<file path="config.mk">
export PLATFORM = sky130hd
export DESIGN_NAME = ard_top
export DESIGN_NICKNAME = d
export VERILOG_FILES = /design/src/hw/ard_top.v
export VERILOG_INCLUDE_DIRS = /design/src /design/src/include
export SDC_FILE = /design/constraint.sdc
export NUM_CORES = 1
export LEC_CHECK = 0
export BUFFER_PORTS_ARGS = -buffer_cell sky130_fd_sc_hd__buf_2
export CAP_MARGIN = 40
export CORE_MARGIN = 3
export CORE_UTILIZATION = 35
export CTS_CLUSTER_DIAMETER = 150
export DETAILED_ROUTE_END_ITERATION = 8
export RECOVER_POWER = 100
export SLEW_MARGIN = 25
export SYNTH_ARGS = -nofsm -noshare
export SYNTH_HDL_FRONTEND = slang
export SYNTH_SLANG_ARGS = --single-unit
export TNS_END_PERCENT = 20
</file>
<file path="constraint.sdc">
create_clock -name clk -period 9.1 [get_ports clk]
set_input_delay 1.365 -clock clk [delete_from_list [all_inputs] [get_ports clk]]
set_output_delay 1.365 -clock clk [all_outputs]
set_load 0.02 [all_outputs]
</file>
<file path="src/include/ard_defines.vh">
// Purpose: shared constants of the converter result, monitor-one and dma request register block
// Assumes: 32-bit apb data, one aligned word per register
// Notes: offsets are byte addresses
`ifndef ARD_DEFINES_VH
`define ARD_DEFINES_VH

// register byte offsets
`define ARD_OFS_MON1_CFG 8'h00
`define ARD_OFS_DMA_EN 8'h04
`define ARD_OFS_INT_STATUS 8'h08
`define ARD_OFS_INT_MASK 8'h0c
`define ARD_OFS_RESULT_BASE 8'h10
`define ARD_OFS_PRIORITY 8'h40

// monitor_one_config fields
`define ARD_MON1_EN_BIT 0
`define ARD_MON1_SEL_LSB 1
`define ARD_MON1_SEL_MSB 4
`define ARD_MON1_DIR_BIT 5
`define ARD_MON1_CFG_W 6

// dma_request_enables fields
`define ARD_DMA_NORMAL_BIT 0
`define ARD_DMA_PRIORITY_BIT 1
`define ARD_DMA_MON0_BIT 2
`define ARD_DMA_MON1_BIT 3
`define ARD_DMA_W 4

// interrupt status and mask share this layout
`define ARD_EV_NORMAL 0
`define ARD_EV_PRIORITY 1
`define ARD_EV_MON0 2
`define ARD_EV_MON1 3
`define ARD_EV_W 4

// result register fields
`define ARD_RES_VAL_LSB 6
`define ARD_RES_VAL_MSB 15
`define ARD_RES_OVR_BIT 1
`define ARD_RES_STORED_BIT 0

// reset values
`define ARD_RST_MON1_CFG 6'h00
`define ARD_RST_DMA_EN 4'h0
`define ARD_RST_INT 4'h0
`define ARD_RST_RESULT 10'h000

`endif

</file>
<file path="src/hw/ard_top.v">
// Purpose: result registers, monitor-one compare, dma request enables and interrupt status behind apb
// Assumes: conversion engine strobes and monitor-zero event come from logic on clk
// Notes: zero wait state apb slave, registered read data
//
// Overview of operation
// (RL1) direction bit: 0 below, 1 above value
// (RL2) target code 0-7 normal, 1xxx priority result
// (RL3) monitor one acts only when enabled
// (RL4) bit 3 lets monitor-one event request dma
// (RL5) bit 2 lets monitor-zero event request dma
// (RL6) bit 1 lets priority completion request dma
// (RL7) bit 0 lets normal completion request dma
// (RL8) twelve normal results, value bits 15:6
// (RL9) overrun set when unread result overwritten
// (RL10) reading result clears overrun flag
// (RL11) stored flag set on every result write
// (RL12) reading result clears stored flag
// (RL13) software uses only halfword or word accesses
// (RL14) all configuration and results zero after reset
// (RL15) priority result behaves like normal results
// (RL16) compare on each write into target register
`timescale 1ns/1ps
`default_nettype none
`include "ard_defines.vh"

module ard_top #(
  parameter NUM_RESULTS = 12,
  parameter RES_W = 10
) (
  input wire clk,
  input wire rst,
  input wire psel,
  input wire penable,
  input wire pwrite,
  input wire [7:0] paddr,
  input wire [31:0] pwdata,
  output reg [31:0] prdata,
  output reg pready,
  output reg pslverr,
  input wire normal_wr,
  input wire [3:0] normal_wr_idx,
  input wire [RES_W-1:0] normal_wr_data,
  input wire normal_done,
  input wire priority_wr,
  input wire [RES_W-1:0] priority_wr_data,
  input wire [RES_W-1:0] cmp1_value,
  input wire mon0_event,
  output reg mon1_irq,
  output reg normal_dma_req,
  output reg priority_dma_req,
  output reg mon0_dma_req,
  output reg mon1_dma_req,
  output reg irq
);

  // configuration
  reg [`ARD_MON1_CFG_W-1:0] monitor_one_config;
  reg [`ARD_DMA_W-1:0] dma_request_enables;
  reg [`ARD_EV_W-1:0] int_status;
  reg [`ARD_EV_W-1:0] int_mask;

  // result storage
  reg [RES_W-1:0] result_value [0:NUM_RESULTS-1];
  reg [NUM_RESULTS-1:0] result_overrun;
  reg [NUM_RESULTS-1:0] result_stored;
  reg [RES_W-1:0] priority_value;
  reg priority_overrun;
  reg priority_stored;

  // decoded configuration fields
  wire mon1_enable;
  wire mon1_direction;
  wire [3:0] mon1_target_sel;
  wire mon1_dma_en;
  wire mon0_dma_en;
  wire priority_dma_en;
  wire normal_dma_en;

  assign mon1_enable = monitor_one_config[`ARD_MON1_EN_BIT];
  assign mon1_direction = monitor_one_config[`ARD_MON1_DIR_BIT];
  assign mon1_target_sel = monitor_one_config[`ARD_MON1_SEL_MSB:`ARD_MON1_SEL_LSB];
  assign mon1_dma_en = dma_request_enables[`ARD_DMA_MON1_BIT];
  assign mon0_dma_en = dma_request_enables[`ARD_DMA_MON0_BIT];
  assign priority_dma_en = dma_request_enables[`ARD_DMA_PRIORITY_BIT];
  assign normal_dma_en = dma_request_enables[`ARD_DMA_NORMAL_BIT];

  // bus phases
  wire setup_phase;
  wire access_done;
  wire wr_done;
  wire rd_done;

  assign setup_phase = psel & ~penable;
  assign access_done = psel & penable & pready;
  assign wr_done = access_done & pwrite;
  assign rd_done = access_done & ~pwrite;

  // address decode
  wire [7:0] res_ofs;
  wire res_hit;
  wire [3:0] res_idx;
  wire prio_hit;
  wire mapped;

  assign res_ofs = paddr - `ARD_OFS_RESULT_BASE;
  assign res_hit = (paddr >= `ARD_OFS_RESULT_BASE) && (paddr < `ARD_OFS_PRIORITY) &&
                   (paddr[1:0] == 2'h0);
  assign res_idx = res_ofs[5:2];
  assign prio_hit = (paddr == `ARD_OFS_PRIORITY);
  assign mapped = (paddr == `ARD_OFS_MON1_CFG) || (paddr == `ARD_OFS_DMA_EN) ||
                  (paddr == `ARD_OFS_INT_STATUS) || (paddr == `ARD_OFS_INT_MASK) ||
                  res_hit || prio_hit;

  // a result written at the setup edge is newer than the captured read data,
  // so the read that completes next must leave its flags set
  reg res_fresh;
  reg prio_fresh;

  always @(posedge clk or posedge rst) begin
    if (rst) begin
      res_fresh <= 1'b0;
      prio_fresh <= 1'b0;
    end else begin
      res_fresh <= setup_phase & res_hit & normal_wr & (normal_wr_idx == res_idx);
      prio_fresh <= setup_phase & prio_hit & priority_wr;
    end
  end

  // result reads that clear flags
  wire res_read;
  wire prio_read;

  // (RL10) read clears flags unless overtaken
  assign res_read = rd_done & res_hit & ~res_fresh;
  assign prio_read = rd_done & prio_hit & ~prio_fresh;

  // monitor-one compare on the incoming value
  reg mon1_hit_target;
  reg [RES_W-1:0] mon1_sample;
  reg mon1_cond;
  wire mon1_event;

  always @* begin
    mon1_hit_target = 1'b0;
    mon1_sample = normal_wr_data;
    // (RL2) target register select
    if (mon1_target_sel[3]) begin
      mon1_hit_target = priority_wr;
      mon1_sample = priority_wr_data;
    end else begin
      mon1_hit_target = normal_wr && (normal_wr_idx == {1'b0, mon1_target_sel[2:0]});
      mon1_sample = normal_wr_data;
    end
    // (RL1) compare direction
    if (mon1_direction) begin
      mon1_cond = (mon1_sample > cmp1_value);
    end else begin
      mon1_cond = (mon1_sample < cmp1_value);
    end
  end

  // (RL3) gated by enable
  // (RL16) one pulse per target write
  assign mon1_event = mon1_enable & mon1_hit_target & mon1_cond;

  // event vector for the status register
  wire [`ARD_EV_W-1:0] events;

  assign events[`ARD_EV_NORMAL] = normal_done;
  assign events[`ARD_EV_PRIORITY] = priority_wr;
  assign events[`ARD_EV_MON0] = mon0_event;
  assign events[`ARD_EV_MON1] = mon1_event;

  // read data mux, evaluated in the setup cycle
  reg [31:0] next_prdata;

  always @* begin
    next_prdata = 32'h0000_0000;
    if (res_hit && (res_idx < NUM_RESULTS)) begin
      next_prdata[`ARD_RES_VAL_MSB:`ARD_RES_VAL_LSB] = result_value[res_idx];
      next_prdata[`ARD_RES_OVR_BIT] = result_overrun[res_idx];
      next_prdata[`ARD_RES_STORED_BIT] = result_stored[res_idx];
    end else if (prio_hit) begin
      next_prdata[`ARD_RES_VAL_MSB:`ARD_RES_VAL_LSB] = priority_value;
      next_prdata[`ARD_RES_OVR_BIT] = priority_overrun;
      next_prdata[`ARD_RES_STORED_BIT] = priority_stored;
    end else begin
      case (paddr)
        `ARD_OFS_MON1_CFG: begin
          next_prdata[`ARD_MON1_CFG_W-1:0] = monitor_one_config;
        end
        `ARD_OFS_DMA_EN: begin
          next_prdata[`ARD_DMA_W-1:0] = dma_request_enables;
        end
        `ARD_OFS_INT_STATUS: begin
          next_prdata[`ARD_EV_W-1:0] = int_status;
        end
        `ARD_OFS_INT_MASK: begin
          next_prdata[`ARD_EV_W-1:0] = int_mask;
        end
        default: begin
          next_prdata = 32'h0000_0000;
        end
      endcase
    end
  end

  // apb handshake: answer in the first access cycle
  always @(posedge clk or posedge rst) begin
    if (rst) begin
      pready <= 1'b0;
      pslverr <= 1'b0;
      prdata <= 32'h0000_0000;
    end else begin
      pready <= setup_phase;
      // unmapped addresses answer with an error and zero data
      pslverr <= setup_phase & ~mapped;
      if (setup_phase) begin
        prdata <= next_prdata;
      end
    end
  end

  // software writable registers
  always @(posedge clk or posedge rst) begin
    if (rst) begin
      // (RL14) configuration cleared
      monitor_one_config <= `ARD_RST_MON1_CFG;
      dma_request_enables <= `ARD_RST_DMA_EN;
      int_mask <= `ARD_RST_INT;
    end else if (wr_done) begin
      case (paddr)
        `ARD_OFS_MON1_CFG: begin
          monitor_one_config <= pwdata[`ARD_MON1_CFG_W-1:0];
        end
        `ARD_OFS_DMA_EN: begin
          dma_request_enables <= pwdata[`ARD_DMA_W-1:0];
        end
        `ARD_OFS_INT_MASK: begin
          int_mask <= pwdata[`ARD_EV_W-1:0];
        end
        default: begin
          monitor_one_config <= monitor_one_config;
        end
      endcase
    end
  end

  // sticky status, write one to clear; a new event wins over the clear
  wire [`ARD_EV_W-1:0] status_clear;

  assign status_clear = (wr_done && (paddr == `ARD_OFS_INT_STATUS)) ?
                        pwdata[`ARD_EV_W-1:0] : {`ARD_EV_W{1'b0}};

  always @(posedge clk or posedge rst) begin
    if (rst) begin
      int_status <= `ARD_RST_INT;
      irq <= 1'b0;
    end else begin
      int_status <= (int_status & ~status_clear) | events;
      irq <= |(((int_status & ~status_clear) | events) & int_mask);
    end
  end

  // normal result registers
  integer i;

  always @(posedge clk or posedge rst) begin
    if (rst) begin
      // (RL14) results and flags cleared
      for (i = 0; i < NUM_RESULTS; i = i + 1) begin
        result_value[i] <= `ARD_RST_RESULT;
      end
      result_overrun <= {NUM_RESULTS{1'b0}};
      result_stored <= {NUM_RESULTS{1'b0}};
    end else begin
      for (i = 0; i < NUM_RESULTS; i = i + 1) begin
        if (normal_wr && (normal_wr_idx == i[3:0])) begin
          // (RL8) ten-bit result held
          result_value[i] <= normal_wr_data;
          // (RL11) stored flag set
          result_stored[i] <= 1'b1;
          // (RL9) unread value overwritten
          if (result_stored[i] && !(res_read && (res_idx == i[3:0]))) begin
            result_overrun[i] <= 1'b1;
          end else if (res_read && (res_idx == i[3:0])) begin
            result_overrun[i] <= 1'b0;
          end
        end else if (res_read && (res_idx == i[3:0])) begin
          // (RL10) read clears overrun
          result_overrun[i] <= 1'b0;
          // (RL12) read clears stored
          result_stored[i] <= 1'b0;
        end
      end
    end
  end

  // priority result register
  always @(posedge clk or posedge rst) begin
    if (rst) begin
      priority_value <= `ARD_RST_RESULT;
      priority_overrun <= 1'b0;
      priority_stored <= 1'b0;
    end else begin
      // (RL15) same flag behaviour as normal results
      if (priority_wr) begin
        priority_value <= priority_wr_data;
        priority_stored <= 1'b1;
        if (priority_stored && !prio_read) begin
          priority_overrun <= 1'b1;
        end else if (prio_read) begin
          priority_overrun <= 1'b0;
        end
      end else if (prio_read) begin
        priority_overrun <= 1'b0;
        priority_stored <= 1'b0;
      end
    end
  end

  // event pulses and dma requests, one cycle after the cause
  always @(posedge clk or posedge rst) begin
    if (rst) begin
      mon1_irq <= 1'b0;
      normal_dma_req <= 1'b0;
      priority_dma_req <= 1'b0;
      mon0_dma_req <= 1'b0;
      mon1_dma_req <= 1'b0;
    end else begin
      mon1_irq <= mon1_event;
      // (RL4) monitor-one dma request
      mon1_dma_req <= mon1_event & mon1_dma_en;
      // (RL5) monitor-zero dma request
      mon0_dma_req <= mon0_event & mon0_dma_en;
      // (RL6) priority completion dma request
      priority_dma_req <= priority_wr & priority_dma_en;
      // (RL7) normal completion dma request
      normal_dma_req <= normal_done & normal_dma_en;
    end
  end

endmodule
`default_nettype wire

</file>
; Word level (Yosys, flattened, before mapping)
; Cells that the tools add are included.
[classes]
add_sub_neg = 1
magnitude_cmp = 7
n_eq_ne = 28
n_mux = 84
bitwise = 31
n_reduce_logical = 81
[op_table]
columns = cell, count
row1 = 1-bit 2-to-1 mux, 69
row2 = 10-bit 2-to-1 mux, 5
row3 = 1-bit logical AND, 42
row4 = 10-bit binary-select mux with 4-bit select, 1
row5 = "4-bit by 3-bit equality test with 1-bit output, second input constant", 8
row6 = "4-bit equality test, second input constant", 8
row7 = 2-bit nonzero test, 13
row8 = 1-bit AND, 21
row9 = "4-bit by 2-bit equality test with 1-bit output, second input constant", 4
row10 = "8-bit by 4-bit equality test with 1-bit output, second input constant", 2
row11 = 4-bit one-hot mux with 4 select lines, 1
row12 = 1-bit zero test, 13
row13 = 4-bit 2-to-1 mux, 3
row14 = 10-bit greater-than comparator, 1
row15 = 10-bit less-than comparator, 1
row16 = 4-bit AND, 2
row17 = 1-bit binary-select mux with 4-bit select, 2
row18 = "4-bit by 1-bit equality test with 1-bit output, second input constant", 2
row19 = "8-bit by 3-bit equality test with 1-bit output, second input constant", 1
row20 = "8-bit by 7-bit equality test with 1-bit output, second input constant", 1
row21 = "8-bit by 5-bit greater-or-equal comparator with 1-bit output, second input constant", 1
row22 = 4-bit zero test, 2
row23 = 8-bit zero test, 1
row24 = "8-bit by 7-bit less-than comparator with 1-bit output, second input constant", 1
row25 = 15 further kinds, 27
[totals]
register_bits = 200
input_bits = 83
output_inout_bits = 40
elab_cells = 275

; Depth between registers and ports, before layout
[logic_depth]
word_depth = 10
depth_mapped = 10
depth_no_buf = 7

; Least setup slack after synthesis
; No wires, ideal clock.
[synth_timing]
path_type = input to register
from = in paddr[4]
to = reg prdata[10]
setup_ns = 0.137
arrival_ns = 3.434
required_time_ns = 8.963
setup_slack_ns = 5.529
path_stages = 10
path_buffers = 4
path_cell_list = clkbuf_1 > inv_1 > clkbuf_1 > ha_1 > clkbuf_1 > clkbuf_1 > mux2i_1 > nand2_1 > a32oi_1 > a21oi_1
[synth_between]
elab_chain_cells = 6
[synth_rtl]
columns = item, line_no
row1 = "start, declared", ard_top.v:35  ; input wire [7:0] paddr,
row2 = 6-bit by 5-bit subtractor with 6-bit output (no source line), n/a
row3 = 4-bit inverter with 5-bit output (not written as such), ard_top.v:180  ; next_prdata[`ARD_RES_VAL_MSB:`ARD_RES_VAL_LSB] = result_value[res_idx];
row4 = 10-bit binary-select mux with 4-bit select, ard_top.v:180
row5 = 10-bit 2-to-1 mux (not written as such) (2 in series), ard_top.v:180
row6 = 10-bit 2-to-1 mux *, ard_top.v:179  ; if (res_hit && (res_idx < NUM_RESULTS)) begin
row7 = "end signal, assigned", ard_top.v:219  ; prdata <= next_prdata;
row8 = "end, declared", ard_top.v:37  ; output reg [31:0] prdata,
; Every way passes the cells marked *; elsewhere a longest branch is shown, timed or not. The select of a mux whose other input is x is not followed.
; A chain may end at the register's enable or synchronous reset.

==> key figures <==
Outcome
  • Outcome: complete, but fails checks
  • Failing checks: max-capacitance violations, max-slew violations

Power
  • Max VDD drop: 123 uV
  • Lkg Pwr: 4.95 nW
  • Pwr/cell area: 203 nW/um2
  • Tot Pwr: 2.22 mW

STA
  • Final Critical Period: 5.37 ns
  • Final setup viols: 0
  • Slew Viols, Final: 84
  • Setup TNS: 0 ns
  • Unrepaired setup endpoints after global routing: false
  • Worst Tran Pin Value: 2.47 ns
  • Period Utilization, post-route: 0.590
  • Clk_skew: 0.0102 ns
  • Slew HR: -0.649
  • Fmax: 186 MHz
  • Final hold violations: 0

Detailed routing
  • # DRC: 0
  • Post-Route WL: 23.4 mm
  • Drt initial violations: 458
  • Wire per inst: 18.1 um
  • Initial DRT Pass Iterations: 5
  • ANT nets after route: 0
  • Vias/cell: 5.11
  • Routed vias: 6608

CTS
  • Worst-path clk slew: 0.07 ns
  • CTS Buf Count: 17
  • Resize count post-CTS: 0
  • Clock Tree Root: clkbuf_16
  • TritonCTS clock tree: done
  • CTS Buffer Depth: 2
  • Clock Sinks: 200
  • Setup bufs post-CTS: 0
  • CTS Hold Bufs: 0
  • Clock Latency Late Sink: 0.43 ns
  • Htree depth: 4

Worst setup path
  • Number of cells on the worst reg-to-reg path: 7
  • CP Capture Type: async pin
  • CP Cell Sequence: buf_2, clkinvlp_2, clkbuf_1, clkbuf_1
  • Worst path required time: 9.12 ns
  • Critical path fanouts, max: 46
  • Most common cell on crit path: clkbuf_1
  • Crit Reg-Reg Endpoint: irq
  • Startpoint types: input port
  • R2R Setup Slk: 5.13 ns
  • WS Path Type: in2async
  • CP max-delay cell: clkbuf_1
  • Critical Path Max Stage Delay: 1.85 ns
  • Reg2reg start: monitor_one_config[4]
  • Crit path DAT: 5.38 ns

Placement
  • Dpl hpwl: 16.1 mm
  • Final GP Congestion: 0.754
  • I/O Buffers: 80

Logic synthesis
  • Mapped Cells: 854
  • Main synth FF type: dfrtp_1
  • Syn_area_per_cell: 11.5 um2
  • Share of the synthesized area in the top cell type: 0.509
  • Most frequent cells after synthesis: nand2_1 (207), dfrtp_1 (200), mux2_2 (103)
  • Async SR Flop Fraction: 1.00
  • Post-synthesis register bit count: 200
  • Synth Cell Area: 9830 um2
  • Ranking of synthesized cells by area: dfrtp_1 (51%), mux2_2 (12%), mux4_2 (9.2%)
  • Sequential area share after synthesis: 0.509
  • Number of library cell types mapped by synthesis: 57
  • Number of synthesized flops with an enable pin: 0
  • Syn. warnings: 0
  • Count leader, synth: nand2_1
  • Biggest area consumer among synthesized cells: dfrtp_1

Die
  • Die ar.: 30100 um2
  • Row count: 60
  • Die width: 174 um
  • Initial Utilization: 0.361
  • Core area: 27300 um2
  • Height of the die: 174 um
  • Ports: 123

Finish
  • Post-layout nets: 1006
  • Share of cells above drive strength 1: 0.262
  • Ant. Diodes: 0
  • Layout area overhead: 11.4%

Hold path
  • Hold Crit Start: result_value[70]
  • Hold path cells: 2
  • Hold Crit Class: reg2reg
  • WHS Endpoint: result_value[70]

Global route
  • Global Route Usage Sum: 0.158
  • GRT overflow: 0
  • Vias in the first global route: 6625
  • First-pass GRT wire length: 38.0 mm
  • Largest net degree at the start of global routing: 99
  • Initial antenna violation count: 3

Job
  • Total of max-cap violations: 3
==> flip-flops by register name, indices dropped and copies added (netlist names), 6 cells and up <==
| register | cells |
|---|---|
| priority_value | 10 |
| result_overrun | 12 |
| prdata | 16 |
| result_value | 120 |
| result_stored | 12 |
| monitor_one_config | 6 |
==> where the power goes <==
group / leakage, nW / switching, mW / internal (mW)
clock network: 0.263 / 0.349 / 0.371
registers: 2.47 / 0.0797 / 1.04
logic: 2.22 / 0.182 / 0.195
==> routing by layer <==
layer	part of all wire	track usage	routed length (um)
met5	0.0015	0	34
met3	0.053	0.0276	1230
met1	0.47	0.231	11100
met4	0.015	0.0486	357
met2	0.46	0.240	10700
==> critical path, delay by kind of cell <==
kind	cells	cell delay, ns
buffers and inverters	4	3.97
==> cell type report <==
cell class	count	area, um2
Fill cell	2626	16300
Sequential cell	200	5000
Multi-Input combinational cell	573	4370
Timing Repair Buffer	98	493
Tap cell	372	465
Clock buffer	21	460
Clock inverter	11	87.6
Inverter	18	68.8
==> through the flow <==
step	cells	setup WS (ns)	util	hold slack [ns]	area, um2
after floorplan	869	2.28	-	0.440	9880
after detailed placement	1261	5.01	0.387	0.460	10500
after global routing	1293	2.76	0.402	0.495	10900
after CTS	1293	5.48	0.407	0.479	11100
final	1293	3.73	0.402	0.476	10900
after global placement	1255	4.92	0.383	0.457	10400
==> worst max path at each step <==
stage                     cells past startpoint      from                     end
after global placement                        8  paddr[4]               prdata[9]
final                                         4       rst       result_overrun[9]
after CTS                                     8  paddr[4]               prdata[9]
after global routing                          4       rst       result_overrun[9]
after detailed placement                      8  paddr[4]               prdata[9]
after floorplan                               1       rst  dma_request_enables[0]
==> layout by cell type, fill, tap and decap left out, types with 3 or more instances in the layout <==
cell          n
nand2_1     207
dfrtp_1     200
mux2_2      103
buf_2        50
clkbuf_1     44
a21oi_1      41
mux4_2       40
nor2_1       21
inv_1        17
clkbuf_16    17
conb_1       16
ha_1         15
a21o_1       14
mux2i_1      13
a32oi_1      10
o21ai_0      10
nand3_1       9
nor3_1        7
nand2b_1      5
xor2_1        5
inv_6         5
nor2b_1       4
a31oi_1       4
or3_1         4
and2_1        4
buf_4         4
and3_1        3
and4b_1       3
clkinvlp_4    3
==> cells by family after synthesis <==
logic type / after synthesis / share of synthesized area
AOI/OAI and AO/OA: 93 / 0.0642
muxes: 156 / 0.223
and+or+nand+nor: 286 / 0.128
buffers and inverters: 96 / 0.0495
DFF: 200 / 0.509
xor gates and xnor gates: 7 / 0.00624
adders and majority gates: 15 / 0.0191
other: 1 / 0.000382
Power figures use the tool's default switching activity.
